--- config.mk ---
export PLATFORM = sky130hd
export DESIGN_NAME = serdes_line_status
export DESIGN_NICKNAME = d
export VERILOG_FILES = /design/src/logic/serdes_pkg.sv /design/src/logic/serdes_line_status.sv /design/src/logic/word_aligner.sv
export VERILOG_INCLUDE_DIRS = /design/src /design/src/logic
export SDC_FILE = /design/constraint.sdc
export NUM_CORES = 1
export LEC_CHECK = 0
export ABC_AREA = 1
export BUFFER_PORTS_ARGS = -buffer_cell sky130_fd_sc_hd__buf_2
export CAP_MARGIN = 20
export CORE_UTILIZATION = 55
export CTS_CLUSTER_DIAMETER = 120
export CTS_CLUSTER_SIZE = 8
export DETAILED_ROUTE_END_ITERATION = 6
export GPL_TIMING_DRIVEN = 0
export PLACE_DENSITY = 0.81
export SETUP_SLACK_MARGIN = 0.3
export SYNTH_ARGS = -nofsm -noshare
export SYNTH_HDL_FRONTEND = slang
export SYNTH_SLANG_ARGS = --single-unit
export TNS_END_PERCENT = 100
--- constraint.sdc ---
create_clock -name clk -period 4.3 [get_ports clk]
set_clock_uncertainty 0.15 [all_clocks]
set_input_delay 1.075 -clock clk [delete_from_list [all_inputs] [get_ports clk]]
set_output_delay 1.075 -clock clk [all_outputs]
set_load 0.005 [all_outputs]
--- src/logic/serdes_map.svh ---
// register offsets, field positions, reset values and timing counts of the line status block
`ifndef SERDES_MAP_SVH
`define SERDES_MAP_SVH

// register byte offsets
`define REG_CONTROL      4'h0
`define REG_LINE_STATUS  4'h4
`define REG_IRQ_STATUS   4'h8
`define REG_IRQ_MASK     4'hC

// control register fields
`define CTL_ALIGN_BIT    0
`define CTL_EIGHT_BIT    1
`define CTL_RESET        2'h0

// interrupt status fields
`define IRQ_COMMA        0
`define IRQ_LOCK_LOST    1
`define IRQ_SIGNAL_LOST  2
`define IRQ_CODE_VIOL    3
`define IRQ_RESET        4'h0

// synchronised pin indices
`define PIN_RX_PARALLEL_CLOCK        0
`define PIN_DETECT       1
`define PIN_LOCKED       2
`define PIN_OPSEL        3
`define PIN_DIRSEL       4
`define PIN_COUNT        5

// comma patterns, first received bit in bit 0
`define COMMA_POS        7'h7C
`define COMMA_NEG        7'h03
`define K28_POS          6'h3C
`define K28_NEG          6'h03
`define WORD_LAST_BIT    4'h9

// system clock synthesis: frequencies in kHz, step of a 16-bit phase accumulator
`define SYSCLK_KHZ       30720
`define CLK_KHZ          100000
`define NCO_STEP         (64'd2 * 64'd`SYSCLK_KHZ * 64'd65536 / 64'd`CLK_KHZ)

`endif

--- src/logic/serdes_pkg.sv ---
// types shared by the line status block and its word aligner
package serdes_pkg;

    typedef struct packed {
        logic eight_bit;
        logic align_en;
    } ctrl_s;

    typedef struct packed {
        logic [9:0] shift;
        logic [3:0] count;
        logic [9:0] word;
        logic       word_valid;
        logic       comma_hit;
    } aligner_s;

    typedef struct packed {
        logic [4:0]  s1;
        logic [4:0]  s2;
        logic [4:0]  s3;
        logic [4:0]  stable;
        logic        ext_prev;
        ctrl_s       ctrl;
        logic [3:0]  irq_status;
        logic [3:0]  irq_mask;
        logic [31:0] rdata;
        logic [15:0] nco;
        logic        sys_clk;
        logic        rec_clk;
        logic [9:0]  hold;
        logic        hold_lcv;
        logic [9:0]  word;
        logic        lost_flag;
        logic        seen;
        logic        unlocked_n;
    } line_s;

endpackage

--- src/logic/serdes_line_status.sv ---
// receive clocking, system clock and line status outputs of the serdes parallel side
//
// Behaviour
// - Write mode: drive receive clock pin with the recovered word clock.
// - Read mode: pin is input; launch received word on both its edges.
// - Produce 30.72 MHz system clock only while operating select is low.
// - Signal-lost flag reports loss in 8-bit mode only, else stays low.
// - Active-low unlocked output is 0 when PLL locked, 1 otherwise.
// - Comma seen stays 0 before any comma or while PLL unlocked.
// - Comma seen rises only with PLL locked and a comma detected.
// - With comma alignment enabled, word boundary follows the detected comma.
// - In 8-bit mode, top word bit flags a code violation for one word.
//
// Design decisions made here: the address-and-strobe port and the address map.
`timescale 1ns/1ps
`include "serdes_map.svh"

module serdes_line_status (
    input  wire logic        clk,
    input  wire logic        arst_n,
    input  wire logic        rx_serial_bit,
    input  wire logic        rx_serial_valid,
    input  wire logic        signal_detect,
    input  wire logic        rx_pll_locked,
    input  wire logic        operating_select,
    input  wire logic        rx_clock_direction_select,
    input  wire logic        rx_parallel_clock_in,
    output logic             rx_parallel_clock_out,
    output logic             rx_parallel_clock_oe,
    output logic [9:0]       rx_parallel_word,
    output logic             system_clock_out_p,
    output logic             system_clock_out_n,
    output logic             signal_lost_flag,
    output logic             rx_pll_unlocked_n,
    output logic             comma_seen,
    input  wire logic [3:0]  reg_addr,
    input  wire logic [31:0] reg_wdata,
    input  wire logic        reg_write,
    input  wire logic        reg_read,
    output logic [31:0]      reg_rdata,
    output logic             irq
);

    logic [1:0]             rst_sync;
    logic                   rst_n;
    serdes_pkg::line_s      st;
    serdes_pkg::line_s      next_st;
    logic [9:0]             al_word;
    logic                   al_valid;
    logic                   al_comma;
    logic [`PIN_COUNT-1:0]  pins;
    logic                   locked;
    logic                   read_mode;
    logic                   ext_edge;
    logic                   word_lcv;
    logic [16:0]            nco_sum;
    logic [3:0]             events;
    logic                   status_read;

    // reset release through two flops, assertion stays asynchronous
    always_ff @(posedge clk or negedge arst_n) begin
        if (!arst_n) begin
            rst_sync <= 2'h0;
        end else begin
            rst_sync <= {rst_sync[0], 1'b1};
        end
    end
    assign rst_n = rst_sync[1];

    // register decode, shared by read and write paths
    function automatic logic reg_hit(input logic [3:0] addr, input logic [3:0] offset);
        reg_hit = (addr == offset);
    endfunction

    // invalid 10-bit code: disparity outside -2..+2 cannot be a legal code group
    function automatic logic code_invalid(input logic [9:0] w);
        logic [3:0] ones;
        ones = 4'h0;
        for (int i = 0; i < 10; i++) begin
            ones = ones + {3'h0, w[i]};
        end
        code_invalid = (ones < 4'h4) || (ones > 4'h6);
    endfunction

    // parallel word layout: raw code group, or byte with K indicator and violation bit
    function automatic logic [9:0] word_format(input logic [9:0] w, input logic lcv,
                                               input logic eight_bit);
        logic is_k;
        is_k = (w[5:0] == `K28_POS) || (w[5:0] == `K28_NEG);
        word_format = eight_bit ? {lcv, is_k, w[7:0]} : w;
    endfunction

    word_aligner u_aligner (
        .clk          (clk),
        .rst_n        (rst_n),
        .bit_in       (rx_serial_bit),
        .bit_valid    (rx_serial_valid),
        .align_enable (st.ctrl.align_en),
        .word         (al_word),
        .word_valid   (al_valid),
        .comma_hit    (al_comma)
    );

    assign pins = {rx_clock_direction_select, operating_select, rx_pll_locked,
                   signal_detect, rx_parallel_clock_in};

    // whole next state of the block
    always_comb begin
        next_st     = st;
        word_lcv    = code_invalid(al_word);
        nco_sum     = 17'h0;
        status_read = reg_read && reg_hit(reg_addr, `REG_IRQ_STATUS);

        // pin synchronisers: s1 only feeds s2, a level counts once s2 and s3 agree
        next_st.s1 = pins;
        next_st.s2 = st.s1;
        next_st.s3 = st.s2;
        for (int i = 0; i < `PIN_COUNT; i++) begin
            next_st.stable[i] = (st.s2[i] == st.s3[i]) ? st.s3[i] : st.stable[i];
        end
        locked    = next_st.stable[`PIN_LOCKED];
        read_mode = st.stable[`PIN_DIRSEL];
        ext_edge  = st.stable[`PIN_RX_PARALLEL_CLOCK] != st.ext_prev;
        next_st.ext_prev = st.stable[`PIN_RX_PARALLEL_CLOCK];

        next_st.unlocked_n = !locked;
        next_st.seen = locked && (st.seen || al_comma);
        next_st.lost_flag = st.ctrl.eight_bit && !st.stable[`PIN_DETECT];

        // phase accumulator, parked low while operating select is high
        if (st.stable[`PIN_OPSEL]) begin
            next_st.nco     = 16'h0;
            next_st.sys_clk = 1'b0;
        end else begin
            nco_sum     = {1'b0, st.nco} + {1'b0, 16'(`NCO_STEP)};
            next_st.nco = nco_sum[15:0];
            if (nco_sum[16]) begin
                next_st.sys_clk = !st.sys_clk;
            end
        end

        // every aligned word is held for the read-mode launch
        if (al_valid) begin
            next_st.hold     = al_word;
            next_st.hold_lcv = word_lcv;
        end

        // write mode: word clock toggles with each launched word
        if (!read_mode && al_valid) begin
            next_st.rec_clk = !st.rec_clk;
            next_st.word = word_format(al_word, word_lcv, st.ctrl.eight_bit);
        end
        // read mode: launch on both partner clock edges
        if (read_mode && ext_edge) begin
            next_st.word = word_format(st.hold, st.hold_lcv, st.ctrl.eight_bit);
        end

        // sticky events; a new event wins over the clearing read
        events = 4'h0;
        events[`IRQ_COMMA]       = next_st.seen && !st.seen;
        events[`IRQ_LOCK_LOST]   = st.stable[`PIN_LOCKED] && !locked;
        events[`IRQ_SIGNAL_LOST] = next_st.lost_flag && !st.lost_flag;
        events[`IRQ_CODE_VIOL]   = al_valid && st.ctrl.eight_bit && word_lcv;
        next_st.irq_status = (st.irq_status & ~(status_read ? 4'hF : 4'h0)) | events;

        // register writes
        if (reg_write && reg_hit(reg_addr, `REG_CONTROL)) begin
            next_st.ctrl.align_en  = reg_wdata[`CTL_ALIGN_BIT];
            next_st.ctrl.eight_bit = reg_wdata[`CTL_EIGHT_BIT];
        end
        if (reg_write && reg_hit(reg_addr, `REG_IRQ_MASK)) begin
            next_st.irq_mask = reg_wdata[3:0];
        end

        // read data stand one cycle only; unmapped offsets read zero
        next_st.rdata = 32'h0;
        if (reg_read) begin
            if (reg_hit(reg_addr, `REG_CONTROL)) begin
                next_st.rdata[1:0] = {st.ctrl.eight_bit, st.ctrl.align_en};
            end else if (reg_hit(reg_addr, `REG_LINE_STATUS)) begin
                next_st.rdata[4:0] = {st.stable[`PIN_OPSEL], read_mode, st.seen,
                                      st.unlocked_n, st.lost_flag};
            end else if (reg_hit(reg_addr, `REG_IRQ_STATUS)) begin
                next_st.rdata[3:0] = st.irq_status;
            end else if (reg_hit(reg_addr, `REG_IRQ_MASK)) begin
                next_st.rdata[3:0] = st.irq_mask;
            end
        end
    end

    // state register; unlocked output starts high since nothing is locked yet
    always_ff @(posedge clk or negedge rst_n) begin
        if (!rst_n) begin
            st            <= '0;
            st.unlocked_n <= 1'b1;
            st.ctrl       <= `CTL_RESET;
            st.irq_status <= `IRQ_RESET;
        end else begin
            st <= next_st;
        end
    end

    // outputs straight from the state register
    assign rx_parallel_clock_out = st.rec_clk;
    assign rx_parallel_clock_oe  = !st.stable[`PIN_DIRSEL];
    assign rx_parallel_word      = st.word;
    assign system_clock_out_p    = st.sys_clk;
    assign system_clock_out_n    = !st.sys_clk;
    assign signal_lost_flag      = st.lost_flag;
    assign rx_pll_unlocked_n     = st.unlocked_n;
    assign comma_seen            = st.seen;
    assign reg_rdata             = st.rdata;
    assign irq                   = |(st.irq_status & st.irq_mask);
endmodule // serdes_line_status

--- src/logic/word_aligner.sv ---
// serial-to-parallel converter with comma search and word boundary alignment
`timescale 1ns/1ps
`include "serdes_map.svh"

module word_aligner (
    input  wire logic       clk,
    input  wire logic       rst_n,
    input  wire logic       bit_in,
    input  wire logic       bit_valid,
    input  wire logic       align_enable,
    output logic [9:0]      word,
    output logic            word_valid,
    output logic            comma_hit
);

    serdes_pkg::aligner_s st;
    serdes_pkg::aligner_s next_st;
    logic                 comma_now;

    // shift in one bit, look for a comma in the first seven bits of the window
    always_comb begin
        next_st            = st;
        next_st.word_valid = 1'b0;
        next_st.comma_hit  = 1'b0;
        comma_now          = 1'b0;
        if (bit_valid) begin
            next_st.shift = {bit_in, st.shift[9:1]};
            comma_now     = (next_st.shift[6:0] == `COMMA_POS) ||
                            (next_st.shift[6:0] == `COMMA_NEG);
            next_st.comma_hit = comma_now;
            if ((align_enable && comma_now) || st.count == `WORD_LAST_BIT) begin
                next_st.word       = next_st.shift;
                next_st.word_valid = 1'b1;
                next_st.count      = 4'h0;
            end else begin
                next_st.count = st.count + 4'h1;
            end
        end
    end

    // state register
    always_ff @(posedge clk or negedge rst_n) begin
        if (!rst_n) begin
            st <= '0;
        end else begin
            st <= next_st;
        end
    end

    assign word       = st.word;
    assign word_valid = st.word_valid;
    assign comma_hit  = st.comma_hit;
endmodule // word_aligner

* Word-level counts from Yosys, hierarchy flattened
Index checks and enable logic that the tools add are counted.
Storage, ports and cells: bits in registers 106, output and inout bits 50, bits of input ports 47
Cells by class: magnitude comparators 2, equal/unequal tests 16, bitwise logic cells 4, reduce and logical (&&, ||, !) cells 31, add/subtract/negate cells 11, multiplexer cells 18
Operators by type and width (number):
- $mux W10 | 4
- $add A4 B1 Y4 | 6
- $mux W4 | 5
- $add A16 B16 Y17 const B | 1
- $mux W17 | 1
- $logic_and A1 B1 Y1 | 13
- $eq A4 B4 Y1 const B | 3
- $eq A6 B2 Y1 const B | 2
- $eq A6 B6 Y1 const B | 2
- $and A4 B4 Y4 | 2
- $eq A7 B2 Y1 const B | 1
- $eq A7 B7 Y1 const B | 1
- $logic_not A1 Y1 | 7
- $logic_or A1 B1 Y1 | 6
- $eq A1 B1 Y1 | 5
- $mux W5 | 1
- $add A3 B1 Y4 | 1
- $add A4 B1 Y4 const B | 1
- $eq A4 B3 Y1 const B | 1
- $gt A4 B3 Y1 const B | 1
- $logic_not A4 Y1 | 1
- $lt A4 B3 Y1 const B | 1
- $mux W1 | 4
- $mux W2 | 2
- other kinds (9) | 10

* Depth between registers and ports, before layout
depth after elaboration 14, mapped depth 15

* Cells and area by module
Synthesis repeated with hierarchy kept, for this count alone.
Second synthesis, totals: cells, all modules 601, area total of the unflattened synthesis 5217.5 sq um
Modules (own cells, without submodules):
- serdes_line_status | sequential area each 2003.2 sq um, area an instance 4045.1 sq um, times used 1, cells an instance 464
- word_aligner | sequential area each 625.6 sq um, area an instance 1172.4 sq um, times used 1, cells an instance 137

* Least setup slack after synthesis
No wires, ideal clock.
kind flip-flop to flip-flop, start register u_aligner.st (netlist bit u_aligner.word[0]), end register st (netlist bit rx_parallel_word[9]), data required time 4.034 ns, arrival time 2.988 ns, slack 1.045 ns, clock period less this slack 3.255 ns, cell stages (with the launch flop) 16, setup time 0.116 ns, path through dfrtp_1 -> inv_1 -> fa_1 -> fa_1 -> fa_1 -> inv_1 -> ha_1 -> fa_1 -> nor2_1 -> nand2_1 -> nand2_1 -> o211ai_1 -> nand2_1 -> nand2_1 -> nand2_1 -> nand2_1
On the way: cells in the longest elaborated chain, start to end 14, elaborated cells between the ends (all ways) 15, classes of those cells add/sub (9); order compare (2); mux (3); reduce/logical (1)
RTL lines:
- start, declared | line word_aligner.sv:16 | serdes_pkg::aligner_s st;
- start signal, assigned | line word_aligner.sv:46 | st <= next_st;
- $add A1 B1 Y2 (*) | line serdes_line_status.sv:80 | ones = ones + {3'h0, w[i]};
- $add A2 B1 Y3 (*) | line serdes_line_status.sv:80
- $add A3 B1 Y4 (*) | line serdes_line_status.sv:80
- $add A4 B1 Y4 (*) (6 in series) | line serdes_line_status.sv:80
- $lt A4 B3 Y1 / $gt A4 B3 Y1 (equally long branches) | line serdes_line_status.sv:82 | code_invalid = (ones < 4'h4) || (ones > 4'h6);
- $logic_or A1 B1 Y1 (*) | line serdes_line_status.sv:82
- $mux W10 (*) | line serdes_line_status.sv:90 | word_format = eight_bit ? {lcv, is_k, w[7:0]} : w;
- $mux W10 (*) | line serdes_line_status.sv:149 | if (!read_mode && al_valid) begin
- $mux W10 (*) | line serdes_line_status.sv:154 | if (read_mode && ext_edge) begin
- end signal, assigned | line serdes_line_status.sv:199 | st <= next_st;
- end, declared | line serdes_line_status.sv:46 | serdes_pkg::line_s st;
Every way passes the cells marked *; elsewhere a longest branch is shown, timed or not. The select of a mux whose other input is x is not followed. A chain may end at the register's enable or synchronous reset.

* Worst setup path after layout
Ends and elaborated chain as after synthesis.

==> reports/summary.log <==
[cells_and_area] post-route cell area 5660 µm²
[cells_and_area] proportion of layout cells with a drive suffix above 1 18.4%
[detailed_routing] routed length per instance 12.0 µm
[detailed_routing] total wire length 9130 µm
[pwr] Net Switching 1.13 mW
[floorplan] Die X-Extent 97.1 µm
[synth] combined area of all synthesized cells 4980 µm²
[cells_and_area] leading cell types in the layout, fill and taps excluded 134 x sky130_fd_sc_hd__nand2_1, 103 x sky130_fd_sc_hd__dfrtp_1, 72 x sky130_fd_sc_hd__inv_1
[critical_path] worst-path fanout max 4
[pwr] combinational power share 32.8%
[floorplan] Die Footprint 9430 µm²
[sta] post-layout min period 3580 ps
[clocking] TritonCTS clock tree built
[place] Setup WS pre-CTS 767 ps
[synth] total of flip-flops plus latches after synthesis 105
[place] total cell area at the placement stage 5450 µm²
[cells_and_area] post-layout net count 706
[clocking] clock net sink count 105
[synth] mean post-synth cell area 8.78 µm²
[critical_path] CP Launch Type flop
[grt] antenna violations before repair 0
[floorplan] number of placed I/O pins 97
[synth] unique cell type count in the Yosys netlist 33
[detailed_routing] number of detailed-routing iterations run before antenna repair 4
[critical_path] worst path required time 4420 ps
[pwr] total power divided by cell area 534 nW/µm²
[clocking] number of gates resized after CTS 0
[sta] worst hold slack 129 ps
[synth] yosys synthesis warning count 0
[sta] fin worst setup slack 718 ps
[floorplan] Vert. Die Dim 97.1 µm
[floorplan] count of standard-cell rows 34
[pwr] sequential group share of total power 46.7%
[min_path] path class of the lowest-slack min-delay path reg2async
[synth] synthesized netlist cell count 567
[critical_path] WP data arrival 3700 ps
[clocking] number of buffers added to fix hold violations after cts 0
[pwr] maximum vdd drop 0.000264 V
[pwr] Final Power 3.03 mW
[clocking] clock slew at the register clock pins of the worst setup and hold paths 120 ps
[cells_and_area] leading cell type in the layout, fill and taps excluded sky130_fd_sc_hd__nand2_1
[clocking] post-CTS setup buffer count 0
[sta] RSZ-0062 raised after global routing no
[detailed_routing] Iteration-0 DRC Markers 150
[clocking] number of levels the H-tree was split into 3
[critical_path] capturing element type of the critical path flop
[detailed_routing] vias after detailed routing 3714
[floorplan] total core area 8720 µm²
[sta] final cycle utilization of the critical path 83.3%
[grt] number of global-route vias before repair 3693
[detailed_routing] post-detailed-route DRC marker count 0
[critical_path] Crit Path Class reg2reg
[sta] number of setup violations in the final report 0
[detailed_routing] DRT antenna net count 0
[sta] achievable clock frequency 279 MHz
[sta] final hold violation count 0
[clocking] maximum count of clock buffers along a single path 2
[grt] largest net degree at the start of global routing 75
[critical_path] Worst Reg2Reg Path Length in Cells 15
[sta] number of max-slew violations in the final report 0
[detailed_routing] Avg Vias per Cell 4.89
[grt] overflow left after global routing 0
[place] GP Congestion 0.851
[clocking] clock root buffer sky130_fd_sc_hd__clkbuf_8
[critical_path] flop2flop setup slack 720 ps
[synth] sequential fraction of the synthesis area 52.8%
[pwr] switching power share of the total 37.3%
[pwr] share of total power in the clock network 20.5%
[sta] post-route setup TNS 0 ps
[clocking] cts bufs inserted 9
[place] count of buffers from port buffering 41
[grt] first-pass GRT wire length 16000 µm
[grt] global router's overall resource usage 20.9%
[critical_path] startpoint of the worst-slack reg-to-reg timing path u_aligner.word[0]
[pwr] cell leakage power 3.01 nW
[clocking] clk_lat worst skew 370 ps
[critical_path] Critical R2R Capture rx_parallel_word[9]
[cells_and_area] Area growth syn-to-layout 13.8%
[floorplan] initial cell density of the core 57.1%
[place] HPWL Detailed 6760 µm
[pwr] Internal Dissipation 1.90 mW
[run_status] result of the run finished, final reports clean
[job] number of max-cap violations 0
[cells_and_area] antenna diode instance count 0
cell usage after synthesis:
cell type	n	area share, %
sky130_fd_sc_hd__nor2_2	1	0.13
sky130_fd_sc_hd__dfrtp_1	104	52
sky130_fd_sc_hd__nand3_2	1	0.20
sky130_fd_sc_hd__clkbuf_2	1	0.10
sky130_fd_sc_hd__inv_2	1	0.075
sky130_fd_sc_hd__nand2_2	3	0.38
sky130_fd_sc_hd__o22ai_1	7	0.88
sky130_fd_sc_hd__o21ai_0	44	4.4
sky130_fd_sc_hd__xnor2_1	1	0.18
sky130_fd_sc_hd__nand3_1	29	2.9
sky130_fd_sc_hd__nand3b_1	3	0.45
sky130_fd_sc_hd__a21oi_1	22	2.2
sky130_fd_sc_hd__nand2_1	134	10
sky130_fd_sc_hd__buf_2	5	0.50
sky130_fd_sc_hd__nor3_1	1	0.10
sky130_fd_sc_hd__o21ai_1	1	0.10
sky130_fd_sc_hd__conb_1	2	0.15
sky130_fd_sc_hd__a21oi_2	2	0.35
sky130_fd_sc_hd__clkbuf_1	2	0.15
sky130_fd_sc_hd__dfstp_2	1	0.53
sky130_fd_sc_hd__ha_1	7	1.8
sky130_fd_sc_hd__o211ai_1	9	1.4
sky130_fd_sc_hd__inv_1	72	5.4
sky130_fd_sc_hd__maj3_1	4	0.80
sky130_fd_sc_hd__buf_4	43	6.5
sky130_fd_sc_hd__or2_2	2	0.25
sky130_fd_sc_hd__a21o_1	1	0.15
sky130_fd_sc_hd__clkinv_1	1	0.075
sky130_fd_sc_hd__nand4_1	8	1.0
sky130_fd_sc_hd__xor2_1	2	0.35
sky130_fd_sc_hd__buf_6	1	0.23
sky130_fd_sc_hd__fa_1	6	2.4
sky130_fd_sc_hd__nor2_1	46	3.5
critical path, cell delays in order (launching register included):
cell and delay [ps]:
sky130_fd_sc_hd__dfrtp_1 400, sky130_fd_sc_hd__inv_1 120, sky130_fd_sc_hd__fa_1 600, sky130_fd_sc_hd__fa_1 450, sky130_fd_sc_hd__fa_1 490, sky130_fd_sc_hd__inv_1 40
sky130_fd_sc_hd__ha_1 200, sky130_fd_sc_hd__fa_1 390, sky130_fd_sc_hd__nor2_1 130, sky130_fd_sc_hd__nand2_1 70, sky130_fd_sc_hd__nand2_1 60, sky130_fd_sc_hd__o211ai_1 100
sky130_fd_sc_hd__nand2_1 110, sky130_fd_sc_hd__nand2_1 70, sky130_fd_sc_hd__nand2_1 60, sky130_fd_sc_hd__nand2_1 40
state kept, by name, indices dropped and copies added, names as in the netlist:
signal and cells:
rx_parallel_clock_out 1, rx_parallel_word 10, read_mode 1, u_aligner.word 10, reg_rdata 5, u_aligner.comma_hit 1
st 46, next_st 11, rx_pll_unlocked_n 1, u_aligner.word_valid 1, signal_lost_flag 1, u_aligner.st 13
system_clock_out_p 1, rst_sync 2, comma_seen 1
power by group through the flow:
stage	logic [mW]	clock network, mW	registers, mW
finish	0.992	0.622	1.41
global route	1.18	0.675	1.45
CTS	0.996	0.646	1.41
detailed placement	0.993	0	1.43
global placement	0.917	0	1.43
floorplan	0.744	0	1.39
how the worst max path moves through the flow:
stage,from,end,slack (ps)
after global routing,u_aligner.word[0],rx_parallel_word[9],440
after floorplan,rst_sync[1],comma_seen,1010
after detailed placement,u_aligner.word[0],rx_parallel_word[9],770
final,u_aligner.word[0],rx_parallel_word[9],720
after CTS,u_aligner.word[0],rx_parallel_word[9],720
after global placement,rst_sync[1],u_aligner.st[22],80
stage by stage:
stage,instances,utilization [%]
after floorplan,593,-
after global placement,742,62.1
after detailed placement,743,62.5
after CTS,759,64.9
after global routing,759,64.9
final,759,64.9
area by class of cell:
cell class / instances / area [µm²]
Inverter: 74 / 278
Fill cell: 720 / 3060
Tap cell: 108 / 135
Clock buffer: 9 / 124
Sequential cell: 105 / 2630
Timing Repair Buffer: 42 / 233
Multi-Input combinational cell: 362 / 1800
Clock inverter: 7 / 93.8
Buffer: 52 / 372
metal layers:
layer | vias to the layer above | global-route usage, % | share of wire [%]
met4 | 0 | 7.23 | 1.2
li1 | 1895 | - | -
met1 | 1733 | 26.9 | 44
met5 | - | 0 | 0
met2 | 75 | 34.9 | 51
met3 | 11 | 4.60 | 3.6
kinds of logic (layout without fill, tap and decap cells):
group,count (synthesis),after routing,synth area share [%]
buf+inv,126,184,13.0
compound gates,86,86,9.48
xor+xnor,3,3,0.528
fa+ha+maj,17,17,4.98
flops,105,105,52.8
simple gates,228,228,19.0
other cells,2,28,0.151
Note: power is estimated with default switching activity, not from simulation.
